**config.mk**
```make
export PLATFORM = sky130hd
export DESIGN_NAME = swdt_top
export DESIGN_NICKNAME = d
export VERILOG_FILES = /design/src/inc/swdt_pkg.sv /design/src/logic/swdt_secdiv.sv /design/src/logic/swdt_top.sv
export VERILOG_INCLUDE_DIRS = /design/src /design/src/inc
export SDC_FILE = /design/constraint.sdc
export NUM_CORES = 1
export LEC_CHECK = 0
export ABC_CLOCK_PERIOD_IN_PS = 3100
export BUFFER_PORTS_ARGS = -buffer_cell sky130_fd_sc_hd__buf_2
export CAP_MARGIN = 20
export CORE_UTILIZATION = 55
export DETAILED_ROUTE_END_ITERATION = 16
export GPL_TIMING_DRIVEN = 0
export PLACE_DENSITY = 0.8
export SLEW_MARGIN = 20
export SYNTH_ARGS = -nofsm -noshare
export SYNTH_HDL_FRONTEND = slang
export SYNTH_SLANG_ARGS = --single-unit
export TNS_END_PERCENT = 50
```
**constraint.sdc**
```tcl
create_clock -name pclk -period 3.1 [get_ports pclk]
set_input_delay 0.155 -clock pclk [delete_from_list [all_inputs] [get_ports pclk]]
set_output_delay 0.155 -clock pclk [all_outputs]
set_load 0.03 [all_outputs]
```
**src/inc/swdt_defs.svh**
```systemverilog
// Purpose: Register map, field positions, reset values and timing of the watchdog
// Assumes: 100 MHz pclk, byte addresses on an 8-bit APB address
// Notes:   Definitions only
`ifndef SWDT_DEFS_SVH
`define SWDT_DEFS_SVH

// Register byte offsets
`define SWDT_A_CTRL   8'h00
`define SWDT_A_TMO    8'h04
`define SWDT_A_KICK   8'h08
`define SWDT_A_LEFT   8'h0C
`define SWDT_A_FAULT  8'h10
`define SWDT_A_CARRY  8'h14
`define SWDT_A_ERRCNT 8'h18
`define SWDT_A_ISTS   8'h1C
`define SWDT_A_IMASK  8'h20

// Field positions
`define SWDT_EN_BIT    0
`define SWDT_FAULT_BIT 2
`define SWDT_CARRY_BIT 2
`define SWDT_IRQ_BARK  0
`define SWDT_IRQ_CARRY 1

// Reset values and limits
`define SWDT_EN_RST    1'b1
`define SWDT_TMO_RST   8'hFF
`define SWDT_MASK_RST  2'h0
`define SWDT_TMO_MIN   8'h01
`define SWDT_ERR_MAX   4'hF

// Timing: one second in ns, clock period in ns, bark pulse length in cycles
`define SWDT_SEC_NS    1_000_000_000
`define SWDT_CLK_NS    10
`define SWDT_SEC_CYC   (`SWDT_SEC_NS / `SWDT_CLK_NS)
`define SWDT_BARK_CYC  8

`endif

```
**src/inc/swdt_pkg.sv**
```systemverilog
// Purpose: Types shared by the watchdog design files
// Assumes: Nothing beyond the defs header
// Notes:   Gray coded along idle, count, bark
package swdt_pkg;

  // Countdown controller states
  typedef enum logic [1:0] {
    SWDT_IDLE  = 2'b00,
    SWDT_COUNT = 2'b01,
    SWDT_BARK  = 2'b11
  } swdt_state_t;

endpackage : swdt_pkg

```
**src/logic/swdt_secdiv.sv**
```systemverilog
// Purpose: Seconds prescaler, one-cycle tick every CYC clocks
// Assumes: Single pclk domain
// Notes:   Restart holds the count at zero so a full second follows it
`timescale 1ns/100ps
module swdt_secdiv #(
  parameter int unsigned CYC = 100_000_000
) (
  input  wire logic pclk,     // System clock
  input  wire logic presetn,  // Async reset, active low
  input  wire logic restart,  // Hold count at zero
  output logic      tick_r    // One-cycle second pulse
);

  localparam int unsigned CW = (CYC < 2) ? 1 : $clog2(CYC);

  logic [CW-1:0] cnt_r;
  wire           last_w = (cnt_r == CW'(CYC - 1));

  // Refuse a prescale the counter cannot serve
  if (CYC < 2) begin : g_chk
    $error("swdt_secdiv: CYC must be at least 2");
  end

  // Free count, wrapped at the end of each second
  always_ff @(posedge pclk or negedge presetn) begin
    if (!presetn) begin
      cnt_r  <= '0;
      tick_r <= 1'b0;
    end else begin
      cnt_r  <= (restart | last_w) ? '0 : cnt_r + 1'b1;
      tick_r <= last_w & ~restart;
    end
  end

endmodule : swdt_secdiv

```
**src/logic/swdt_top.sv**
```systemverilog
// Purpose: System watchdog with APB registers, bark reset and error flags
// Assumes: pclk at 100 MHz, asynchronous active-low presetn
// Notes:   Single clock; the seconds rate is an enable from swdt_secdiv
//
// What this block does
// - Enable starts countdown, disable prevents any bark
// - Timeout is 1 to 255 whole seconds
// - Missing kick before timeout barks, resets system
// - Watchdog comes out of reset enabled
// - Any write to kick register kicks
// - Bark sets sticky reset-seen flag, write-one clears
// - Bark counts four-bit errors; wrap sets carry
//
// Decided for this implementation: the address map and register access over APB.
`timescale 1ns/100ps
`include "swdt_defs.svh"
module swdt_top
  import swdt_pkg::*;
#(
  parameter int unsigned SEC_CYC = `SWDT_SEC_CYC
) (
  input  wire logic        pclk,     // APB clock, 100 MHz
  input  wire logic        presetn,  // APB reset, active low
  input  wire logic [7:0]  paddr,    // Byte address
  input  wire logic        psel,     // Slave select
  input  wire logic        penable,  // Access phase
  input  wire logic        pwrite,   // Write when high
  input  wire logic [31:0] pwdata,   // Write data
  output logic      [31:0] prdata,   // Read data
  output logic             pready,   // Transfer done
  output logic             pslverr,  // Unmapped address
  output logic             irq,      // Level interrupt
  output logic             wdt_reset // Bark: system reset request
);

  swdt_state_t state_r, state_nxt;
  logic        en_r;
  logic [7:0]  tmo_r;
  logic [7:0]  cnt_r, cnt_nxt;
  logic [2:0]  blen_r, blen_nxt;
  logic        fault_r;
  logic        carry_r;
  logic [3:0]  errcnt_r;
  logic [1:0]  ists_r;
  logic [1:0]  mask_r;
  logic        pready_r;
  logic [31:0] prdata_r;
  logic        pslverr_r;
  logic        irq_r;
  logic        bark_r;
  logic        tick;
  logic [31:0] rdata_w;

  // Bus phases: read data are sampled in the first access cycle, writes land on the edge that ends pready
  wire access_w = psel & penable;
  wire first_w  = access_w & ~pready_r;
  wire done_w   = access_w & pready_r;
  wire wr_w     = done_w & pwrite;
  wire rd_w     = done_w & ~pwrite;

  // Address decode
  wire hit_ctrl  = (paddr == `SWDT_A_CTRL);
  wire hit_tmo   = (paddr == `SWDT_A_TMO);
  wire hit_kick  = (paddr == `SWDT_A_KICK);
  wire hit_left  = (paddr == `SWDT_A_LEFT);
  wire hit_fault = (paddr == `SWDT_A_FAULT);
  wire hit_carry = (paddr == `SWDT_A_CARRY);
  wire hit_err   = (paddr == `SWDT_A_ERRCNT);
  wire hit_ists  = (paddr == `SWDT_A_ISTS);
  wire hit_mask  = (paddr == `SWDT_A_IMASK);
  wire mapped_w  = hit_ctrl | hit_tmo | hit_kick | hit_left | hit_fault
                 | hit_carry | hit_err | hit_ists | hit_mask;

  // Control decode; a zero timeout write is dropped so the old value stays
  wire       en_nxt    = (wr_w & hit_ctrl) ? pwdata[`SWDT_EN_BIT] : en_r;
  wire       en_rise_w = en_nxt & ~en_r;
  wire       tmo_wr_w  = wr_w & hit_tmo & (pwdata[7:0] >= `SWDT_TMO_MIN);
  wire       kick_w    = wr_w & hit_kick;
  wire       reload_w  = kick_w | en_rise_w;
  wire       expire_w  = tick & (cnt_r == `SWDT_TMO_MIN);
  wire       bark_go_w = (state_r == SWDT_COUNT) & (state_nxt == SWDT_BARK);
  wire       wrap_w    = bark_go_w & (errcnt_r == `SWDT_ERR_MAX);
  wire [1:0] ev_w      = {wrap_w, bark_go_w};

  // Write-one-clear and read-clear strobes
  wire       fault_clr = wr_w & hit_fault & pwdata[`SWDT_FAULT_BIT];
  wire       carry_clr = wr_w & hit_carry & pwdata[`SWDT_CARRY_BIT];
  // A read clears only the bits it returned: an event that lands in the first
  // access cycle is missing from prdata_r, so it must survive the clear
  wire [1:0] ists_clr  = {2{rd_w & hit_ists}} & prdata_r[1:0];

  // Prescaler runs only while counting; restarted so a reload gets full seconds
  swdt_secdiv #(
    .CYC     (SEC_CYC)
  ) u_secdiv (
    .pclk    (pclk),
    .presetn (presetn),
    .restart ((state_r != SWDT_COUNT) | reload_w),
    .tick_r  (tick)
  );

  // Countdown controller
  always_comb begin
    state_nxt = state_r;
    cnt_nxt   = cnt_r;
    blen_nxt  = blen_r;
    case (state_r)
      SWDT_IDLE: begin
        if (en_rise_w) begin
          state_nxt = SWDT_COUNT;
          cnt_nxt   = tmo_r;
        end
      end
      SWDT_COUNT: begin
        if (!en_nxt) begin
          state_nxt = SWDT_IDLE;
        end else if (reload_w) begin
          cnt_nxt = tmo_r;
        end else if (expire_w) begin
          state_nxt = SWDT_BARK;
          blen_nxt  = 3'(`SWDT_BARK_CYC - 1);
        end else if (tick) begin
          cnt_nxt = cnt_r - 8'h01;
        end
      end
      SWDT_BARK: begin
        // The reset pulse is finished even if software disables meanwhile
        if (blen_r != 3'h0) begin
          blen_nxt = blen_r - 3'h1;
        end else if (en_nxt) begin
          // The pending enable decides, so a late enable write never strands idle
          state_nxt = SWDT_COUNT;
          cnt_nxt   = tmo_r;
        end else begin
          state_nxt = SWDT_IDLE;
        end
      end
      default: begin
        state_nxt = SWDT_IDLE;
      end
    endcase
  end

  // Controller registers; enabled from reset
  always_ff @(posedge pclk or negedge presetn) begin
    if (!presetn) begin
      state_r <= SWDT_COUNT;
      en_r    <= `SWDT_EN_RST;
      cnt_r   <= `SWDT_TMO_RST;
      blen_r  <= 3'h0;
      bark_r  <= 1'b0;
    end else begin
      state_r <= state_nxt;
      en_r    <= en_nxt;
      cnt_r   <= cnt_nxt;
      blen_r  <= blen_nxt;
      bark_r  <= (state_nxt == SWDT_BARK);
    end
  end

  // Timeout and interrupt mask
  always_ff @(posedge pclk or negedge presetn) begin
    if (!presetn) begin
      tmo_r  <= `SWDT_TMO_RST;
      mask_r <= `SWDT_MASK_RST;
    end else begin
      if (tmo_wr_w) tmo_r <= pwdata[7:0];
      if (wr_w & hit_mask) mask_r <= pwdata[1:0];
    end
  end

  // Sticky flags and error counter; a new event wins over a clear or write
  always_ff @(posedge pclk or negedge presetn) begin
    if (!presetn) begin
      fault_r  <= 1'b0;
      carry_r  <= 1'b0;
      errcnt_r <= 4'h0;
      ists_r   <= 2'h0;
    end else begin
      fault_r <= bark_go_w | (fault_r & ~fault_clr);
      carry_r <= wrap_w | (carry_r & ~carry_clr);
      if (bark_go_w) begin
        errcnt_r <= errcnt_r + 4'h1;
      end else if (wr_w & hit_err) begin
        errcnt_r <= pwdata[3:0];
      end
      ists_r <= ev_w | (ists_r & ~ists_clr);
    end
  end

  // Read data selection
  always_comb begin
    rdata_w = 32'h0000_0000;
    case (1'b1)
      hit_ctrl:  rdata_w[`SWDT_EN_BIT]    = en_r;
      hit_tmo:   rdata_w[7:0]             = tmo_r;
      hit_left:  rdata_w[7:0]             = cnt_r;
      hit_fault: rdata_w[`SWDT_FAULT_BIT] = fault_r;
      hit_carry: rdata_w[`SWDT_CARRY_BIT] = carry_r;
      hit_err:   rdata_w[3:0]             = errcnt_r;
      hit_ists:  rdata_w[1:0]             = ists_r;
      hit_mask:  rdata_w[1:0]             = mask_r;
      default:   rdata_w                  = 32'h0000_0000;
    endcase
  end

  // Bus answer: one wait state, so every output leaves a flip-flop
  always_ff @(posedge pclk or negedge presetn) begin
    if (!presetn) begin
      pready_r  <= 1'b0;
      prdata_r  <= 32'h0000_0000;
      pslverr_r <= 1'b0;
      irq_r     <= 1'b0;
    end else begin
      pready_r  <= first_w;
      prdata_r  <= (first_w & ~pwrite) ? rdata_w : 32'h0000_0000;
      pslverr_r <= first_w & ~mapped_w;
      irq_r     <= |(ists_r & mask_r);
    end
  end

  assign prdata    = prdata_r;
  assign pready    = pready_r;
  assign pslverr   = pslverr_r;
  assign irq       = irq_r;
  assign wdt_reset = bark_r;

  // Checks
  AST_NO_BARK_DISABLED: assert property (@(posedge pclk) disable iff (!presetn)
    $rose(bark_r) |-> $past(en_r) && en_r)
    else $error("Bark started while disabled");

  AST_TMO_NONZERO: assert property (@(posedge pclk) disable iff (!presetn)
    (wr_w && hit_tmo) |=> (tmo_r != 8'h00) &&
      (tmo_r == (($past(pwdata[7:0]) != 8'h00) ? $past(pwdata[7:0]) : $past(tmo_r))))
    else $error("Timeout register took a wrong value");

  AST_BARK_ON_EXPIRY: assert property (@(posedge pclk) disable iff (!presetn)
    $rose(bark_r) |-> $past(tick) && ($past(cnt_r) == 8'h01) && !$past(kick_w))
    else $error("Bark without a last-second expiry");

  AST_BARK_LENGTH: assert property (@(posedge pclk) disable iff (!presetn)
    $rose(bark_r) |-> bark_r [*8] ##1 !bark_r)
    else $error("Bark pulse length wrong");

  AST_ENABLED_AFTER_RESET: assert property (@(posedge pclk) disable iff (!presetn)
    $rose(presetn) |-> en_r && (state_r == SWDT_COUNT) && (tmo_r == 8'hFF))
    else $error("Not enabled after reset");

  AST_KICK_RELOADS: assert property (@(posedge pclk) disable iff (!presetn)
    (kick_w && state_r == SWDT_COUNT && en_nxt) |=> (cnt_r == $past(tmo_r)) && !bark_r)
    else $error("Kick did not reload the countdown");

  AST_ENABLE_RELOADS: assert property (@(posedge pclk) disable iff (!presetn)
    ($rose(en_r) && state_r == SWDT_COUNT) |-> cnt_r == tmo_r)
    else $error("Enable did not load the full timeout");

  AST_FAULT_STICKY: assert property (@(posedge pclk) disable iff (!presetn)
    $rose(bark_r) |-> fault_r ##1 (fault_r || $past(fault_clr)))
    else $error("Reset-seen flag not set or lost");

  AST_ERRCNT_STEP: assert property (@(posedge pclk) disable iff (!presetn)
    $rose(bark_r) |-> (errcnt_r == $past(errcnt_r) + 4'h1) &&
      (($past(errcnt_r) != 4'hF) || carry_r))
    else $error("Error counter or carry wrong on bark");

  // Countdown, flag, interrupt and bus checks
  AST_DISABLE_STOPS: assert property (@(posedge pclk) disable iff (!presetn)
    (state_r == SWDT_COUNT && !en_nxt) |=> (state_r == SWDT_IDLE) && !bark_r)
    else $error("Disable did not stop the countdown");

  AST_SECOND_STEP: assert property (@(posedge pclk) disable iff (!presetn)
    (state_r == SWDT_COUNT && en_nxt && tick && !reload_w && !expire_w)
      |=> cnt_r == $past(cnt_r) - 8'h01)
    else $error("Remaining seconds did not step by one");

  AST_BARK_RESUMES: assert property (@(posedge pclk) disable iff (!presetn)
    ($fell(bark_r) && en_r) |-> (state_r == SWDT_COUNT) && (cnt_r == $past(tmo_r)))
    else $error("Countdown not reloaded after the bark pulse");

  AST_CARRY_ON_WRAP: assert property (@(posedge pclk) disable iff (!presetn)
    wrap_w |=> carry_r && (errcnt_r == 4'h0))
    else $error("Counter wrap did not set the carry flag");

  AST_FAULT_CLEARS: assert property (@(posedge pclk) disable iff (!presetn)
    (fault_clr && !bark_go_w) |=> !fault_r)
    else $error("Reset-seen flag not cleared by a write of one");

  AST_EVENT_KEPT: assert property (@(posedge pclk) disable iff (!presetn)
    (|ev_w) |=> ((ists_r & $past(ev_w)) == $past(ev_w)))
    else $error("Event lost from the interrupt status");

  AST_IRQ_LEVEL: assert property (@(posedge pclk) disable iff (!presetn)
    1'b1 |=> (irq_r == |($past(ists_r) & $past(mask_r))))
    else $error("Interrupt level does not follow status and mask");

  AST_PREADY_PULSE: assert property (@(posedge pclk) disable iff (!presetn)
    pready_r |=> !pready_r)
    else $error("Ready stood longer than one cycle");

  AST_SLVERR_UNMAPPED: assert property (@(posedge pclk) disable iff (!presetn)
    (first_w && !mapped_w) |=> pslverr_r && pready_r)
    else $error("Unmapped access answered without an error");

endmodule : swdt_top

```
==> out/metrics.csv <==
stage;metric;value;unit
die;core_area;0.00691;sq mm
critical_path;crit_type;reg -> reg;
route;drt_iter0_markers;179;
critical_path;critPathArrivalTime;2780;ps
timing;finalSetupViolCount;0;
layout;final_nets;527;
timing;fin_crit_sh;0.821;
grt;track_usage;0.241;
synthesis;synth_commonest_cells;dfrtp_1 (54), nor2_1 (54), nand2_1 (38);
cts;cts_sinks;72;
worst_hold_path;hp-start;pwdata[4];
synthesis;synth_area_per_cell;9.70;sq um
placement;preCtsSetupSlack;608;ps
synthesis;synth_cell_type_count;62;
route;drc;0;
critical_path;cp_num_buf_inv;0;
layout;antennaDiodeCount;0;
timing;slew_viol_final;0;
power_and_ir_drop;leakagePower;1.94;nW
critical_path;cp-start-kind;flop;
route;routedWlPerCell;14.7;um
die;die_h;87.1;um
placement;gp_congestion;0.858;
route;first_pass_iters;5;
synthesis;synth_top_cell_by_area;dfrtp_1;
critical_path;timing.rr.start;cnt_r[3];
critical_path;crit_family;simple AND/OR/NAND/NOR gates;
timing;fin_ws;554;ps
cts;cts_buffers;9;
outcome;outcome;finished clean;
flow_run;cap_violations;0;
critical_path;r2r_slack;550;ps
synthesis;ys_ff_latch;72;
synthesis;synth_area;0.00399;sq mm
synthesis;synthFlopType;dfrtp_1;
synthesis;async_flop_share;1.00;
synthesis;synth-edff-count;0;
timing;worst_pin_slew;941;ps
timing;final_hold_viol_count;0;
synthesis;synth_area_leaders;dfrtp_1 (34%), dfstp_2 (12%), nor2_1 (5.1%), buf_4 (4.5%), nand2_1 (3.6%);
critical_path;path_cells;nor4_1 -> nand3_1 -> nor4b_4 -> mux2_1 -> o221a_1;
timing;fin_crit;2550;ps
die;io_pins;81;
cts;max-clock-path-buffers;2;
placement;port_buffers;29;
cts;clkLatencyLatePin;350;ps
cts;root_buffer;clkbuf_8;
layout;area_growth;14.3;%
die;dieArea;0.00759;sq mm
die;die_x;87.1;um
power_and_ir_drop;ir_drop;326;uV
grt;antenna_found_initial;0;
worst_hold_path;hold_class;in -> reg;
worst_hold_path;hold_depth;2;
cts;cts.htree.levels;3;
route;via_per_inst;5.68;
worst_hold_path;hold_end;tmo_r[4];
timing;rsz0062_at_grt;false;
synthesis;yosys.area.top_type_share;0.339;
critical_path;critPathMaxStageDelay;570;ps
layout;design_area;0.00456;sq mm
timing;relSlewSlack;0.372;
grt;grt-ovfl-total;0;
timing;max_freq;393;MHz
power_and_ir_drop;power_density;407;mW/mm^2
critical_path;cp_max_fo;8;
layout;layout-drive-gt1-share;0.235;
synthesis;syn_inst;411;
layout;fill_cells;584;
cts;cts_tree;built;
placement;post_dp_cell_area;0.00437;sq mm
grt;first_global_vias;3049;
critical_path;cpMaxStageDelayCell;nor4b_4;
timing;skew;8.94;ps
critical_path;endpoint_kind;flop;
route;wirelength;8500;um
placement;dpl.hpwl;6130;um
timing;tns;0;ps
grt;grt_max_degree;60;
die;start_util;0.577;
route;vias;3276;
critical_path;cp_data_required_time;3340;ps
critical_path;r2r_cells;5;
critical_path;r2r-end;errcnt_r[3];
route;antenna_left;0;
synthesis;ys_warn_count;0;
grt;grt_pass1_wl;14000;um
synthesis;yosysSeqAreaShare;0.457;
die;row_count;30;
cts;clk_pin_slew;80;ps
-- routing by layer --
metal	up-vias	share of wire	GRT usage
met4	0	0.024	0.107
met3	20	0.071	0.0436
met2	127	0.48	0.389
met1	1577	0.43	0.318
met5	-	0	0
li1	1552	-	-
-- worst reg2reg max path, cell delays in order (launching register included) --
cell and delay (ps):
dfstp_2 400, nor4_1 540, nand3_1 320, nor4b_4 570, mux2_1 380, o221a_1 230
-- cells in the final DEF, fill, tap and decap left out, types with 8 or more instances in the layout --
cell | synthesis | final
clkbuf_8 | 0 | 9
buf_2 | 3 | 31
buf_4 | 24 | 25
dfstp_2 | 18 | 18
a22oi_1 | 8 | 8
a21oi_1 | 21 | 21
o21ai_0 | 21 | 21
inv_1 | 14 | 14
nand3_1 | 19 | 19
clkbuf_1 | 7 | 10
nor2_1 | 54 | 54
xnor2_1 | 14 | 14
nand2_1 | 38 | 38
nor3_1 | 10 | 10
conb_1 | 1 | 24
mux2_2 | 11 | 11
dfrtp_1 | 54 | 54
-- repair_timing --
item	4_1_cts	5_1_grt
resized for setup	0	0
hold buffers	1	0
endpoints found under the hold margin	55	0
buffers inserted	0	0
-- area by class of cell --
type	count	area, sq um	area share
inverters	15	56.3	0.0123
plain buffers	36	244	0.0535
clock buffers	12	135	0.0296
repair buffers	31	185	0.0406
well taps	96	120	0.0263
flip-flops and latches	72	1820	0.400
multi-input cells	311	1950	0.428
clock inverters	4	45.0	0.00988
-- power by group --
| part | leakage, nW | internal (W) | total, W | switching [W] |
|---|---|---|---|---|
| clock network | 0.0941 | 0.000369 | 0.000705 | 0.000337 |
| registers | 0.929 | 0.000956 | 0.000969 | 0.0000126 |
| logic | 0.918 | 0.0000605 | 0.000183 | 0.000123 |
-- through the flow --
| stage | total power, W | hold WS, ps | cells | utilization |
|---|---|---|---|---|
| floorplan | 0.00111 | -141 | 434 | - |
| detailed placement | 0.00117 | 29.9 | 560 | 0.633 |
| CTS | 0.00187 | 48.7 | 577 | 0.660 |
| global route | 0.00194 | 61.1 | 577 | 0.660 |
| global placement | 0.00116 | 407 | 559 | 0.628 |
| finish | 0.00186 | 58.8 | 577 | 0.660 |
-- worst max-delay path by stage --
stage                       end  slack [ps]  depth (start not counted)     start
finish              errcnt_r[3]         550                          5  cnt_r[3]
global route        errcnt_r[3]         340                          5  cnt_r[3]
CTS                 errcnt_r[3]         590                          7    pready
detailed placement  errcnt_r[3]         610                          7    pready
global placement    errcnt_r[3]         660                          7    pready
floorplan           errcnt_r[2]         670                          7    pready
-- cell families after synthesis --
| group | count (synthesis) | share of synthesized area |
|---|---|---|
| compound gates | 80 | 0.145 |
| xor+xnor | 21 | 0.0461 |
| fa+ha+maj | 6 | 0.0188 |
| buf+inv | 51 | 0.0753 |
| flops | 72 | 0.457 |
| mux | 16 | 0.0452 |
| other cells | 1 | 0.000940 |
| simple gates | 164 | 0.211 |
-- flip-flops by register name, summed over array words and instances, names as in the netlist, 2 cells and up --
signal,cells
blen_r,3
errcnt_r,4
cnt_r,8
tmo_r,8
mask_r,2
state_r,2
ists_r,2
u_secdiv.cnt_r,27
prdata,8
Note: power is estimated with default switching activity, not from simulation.
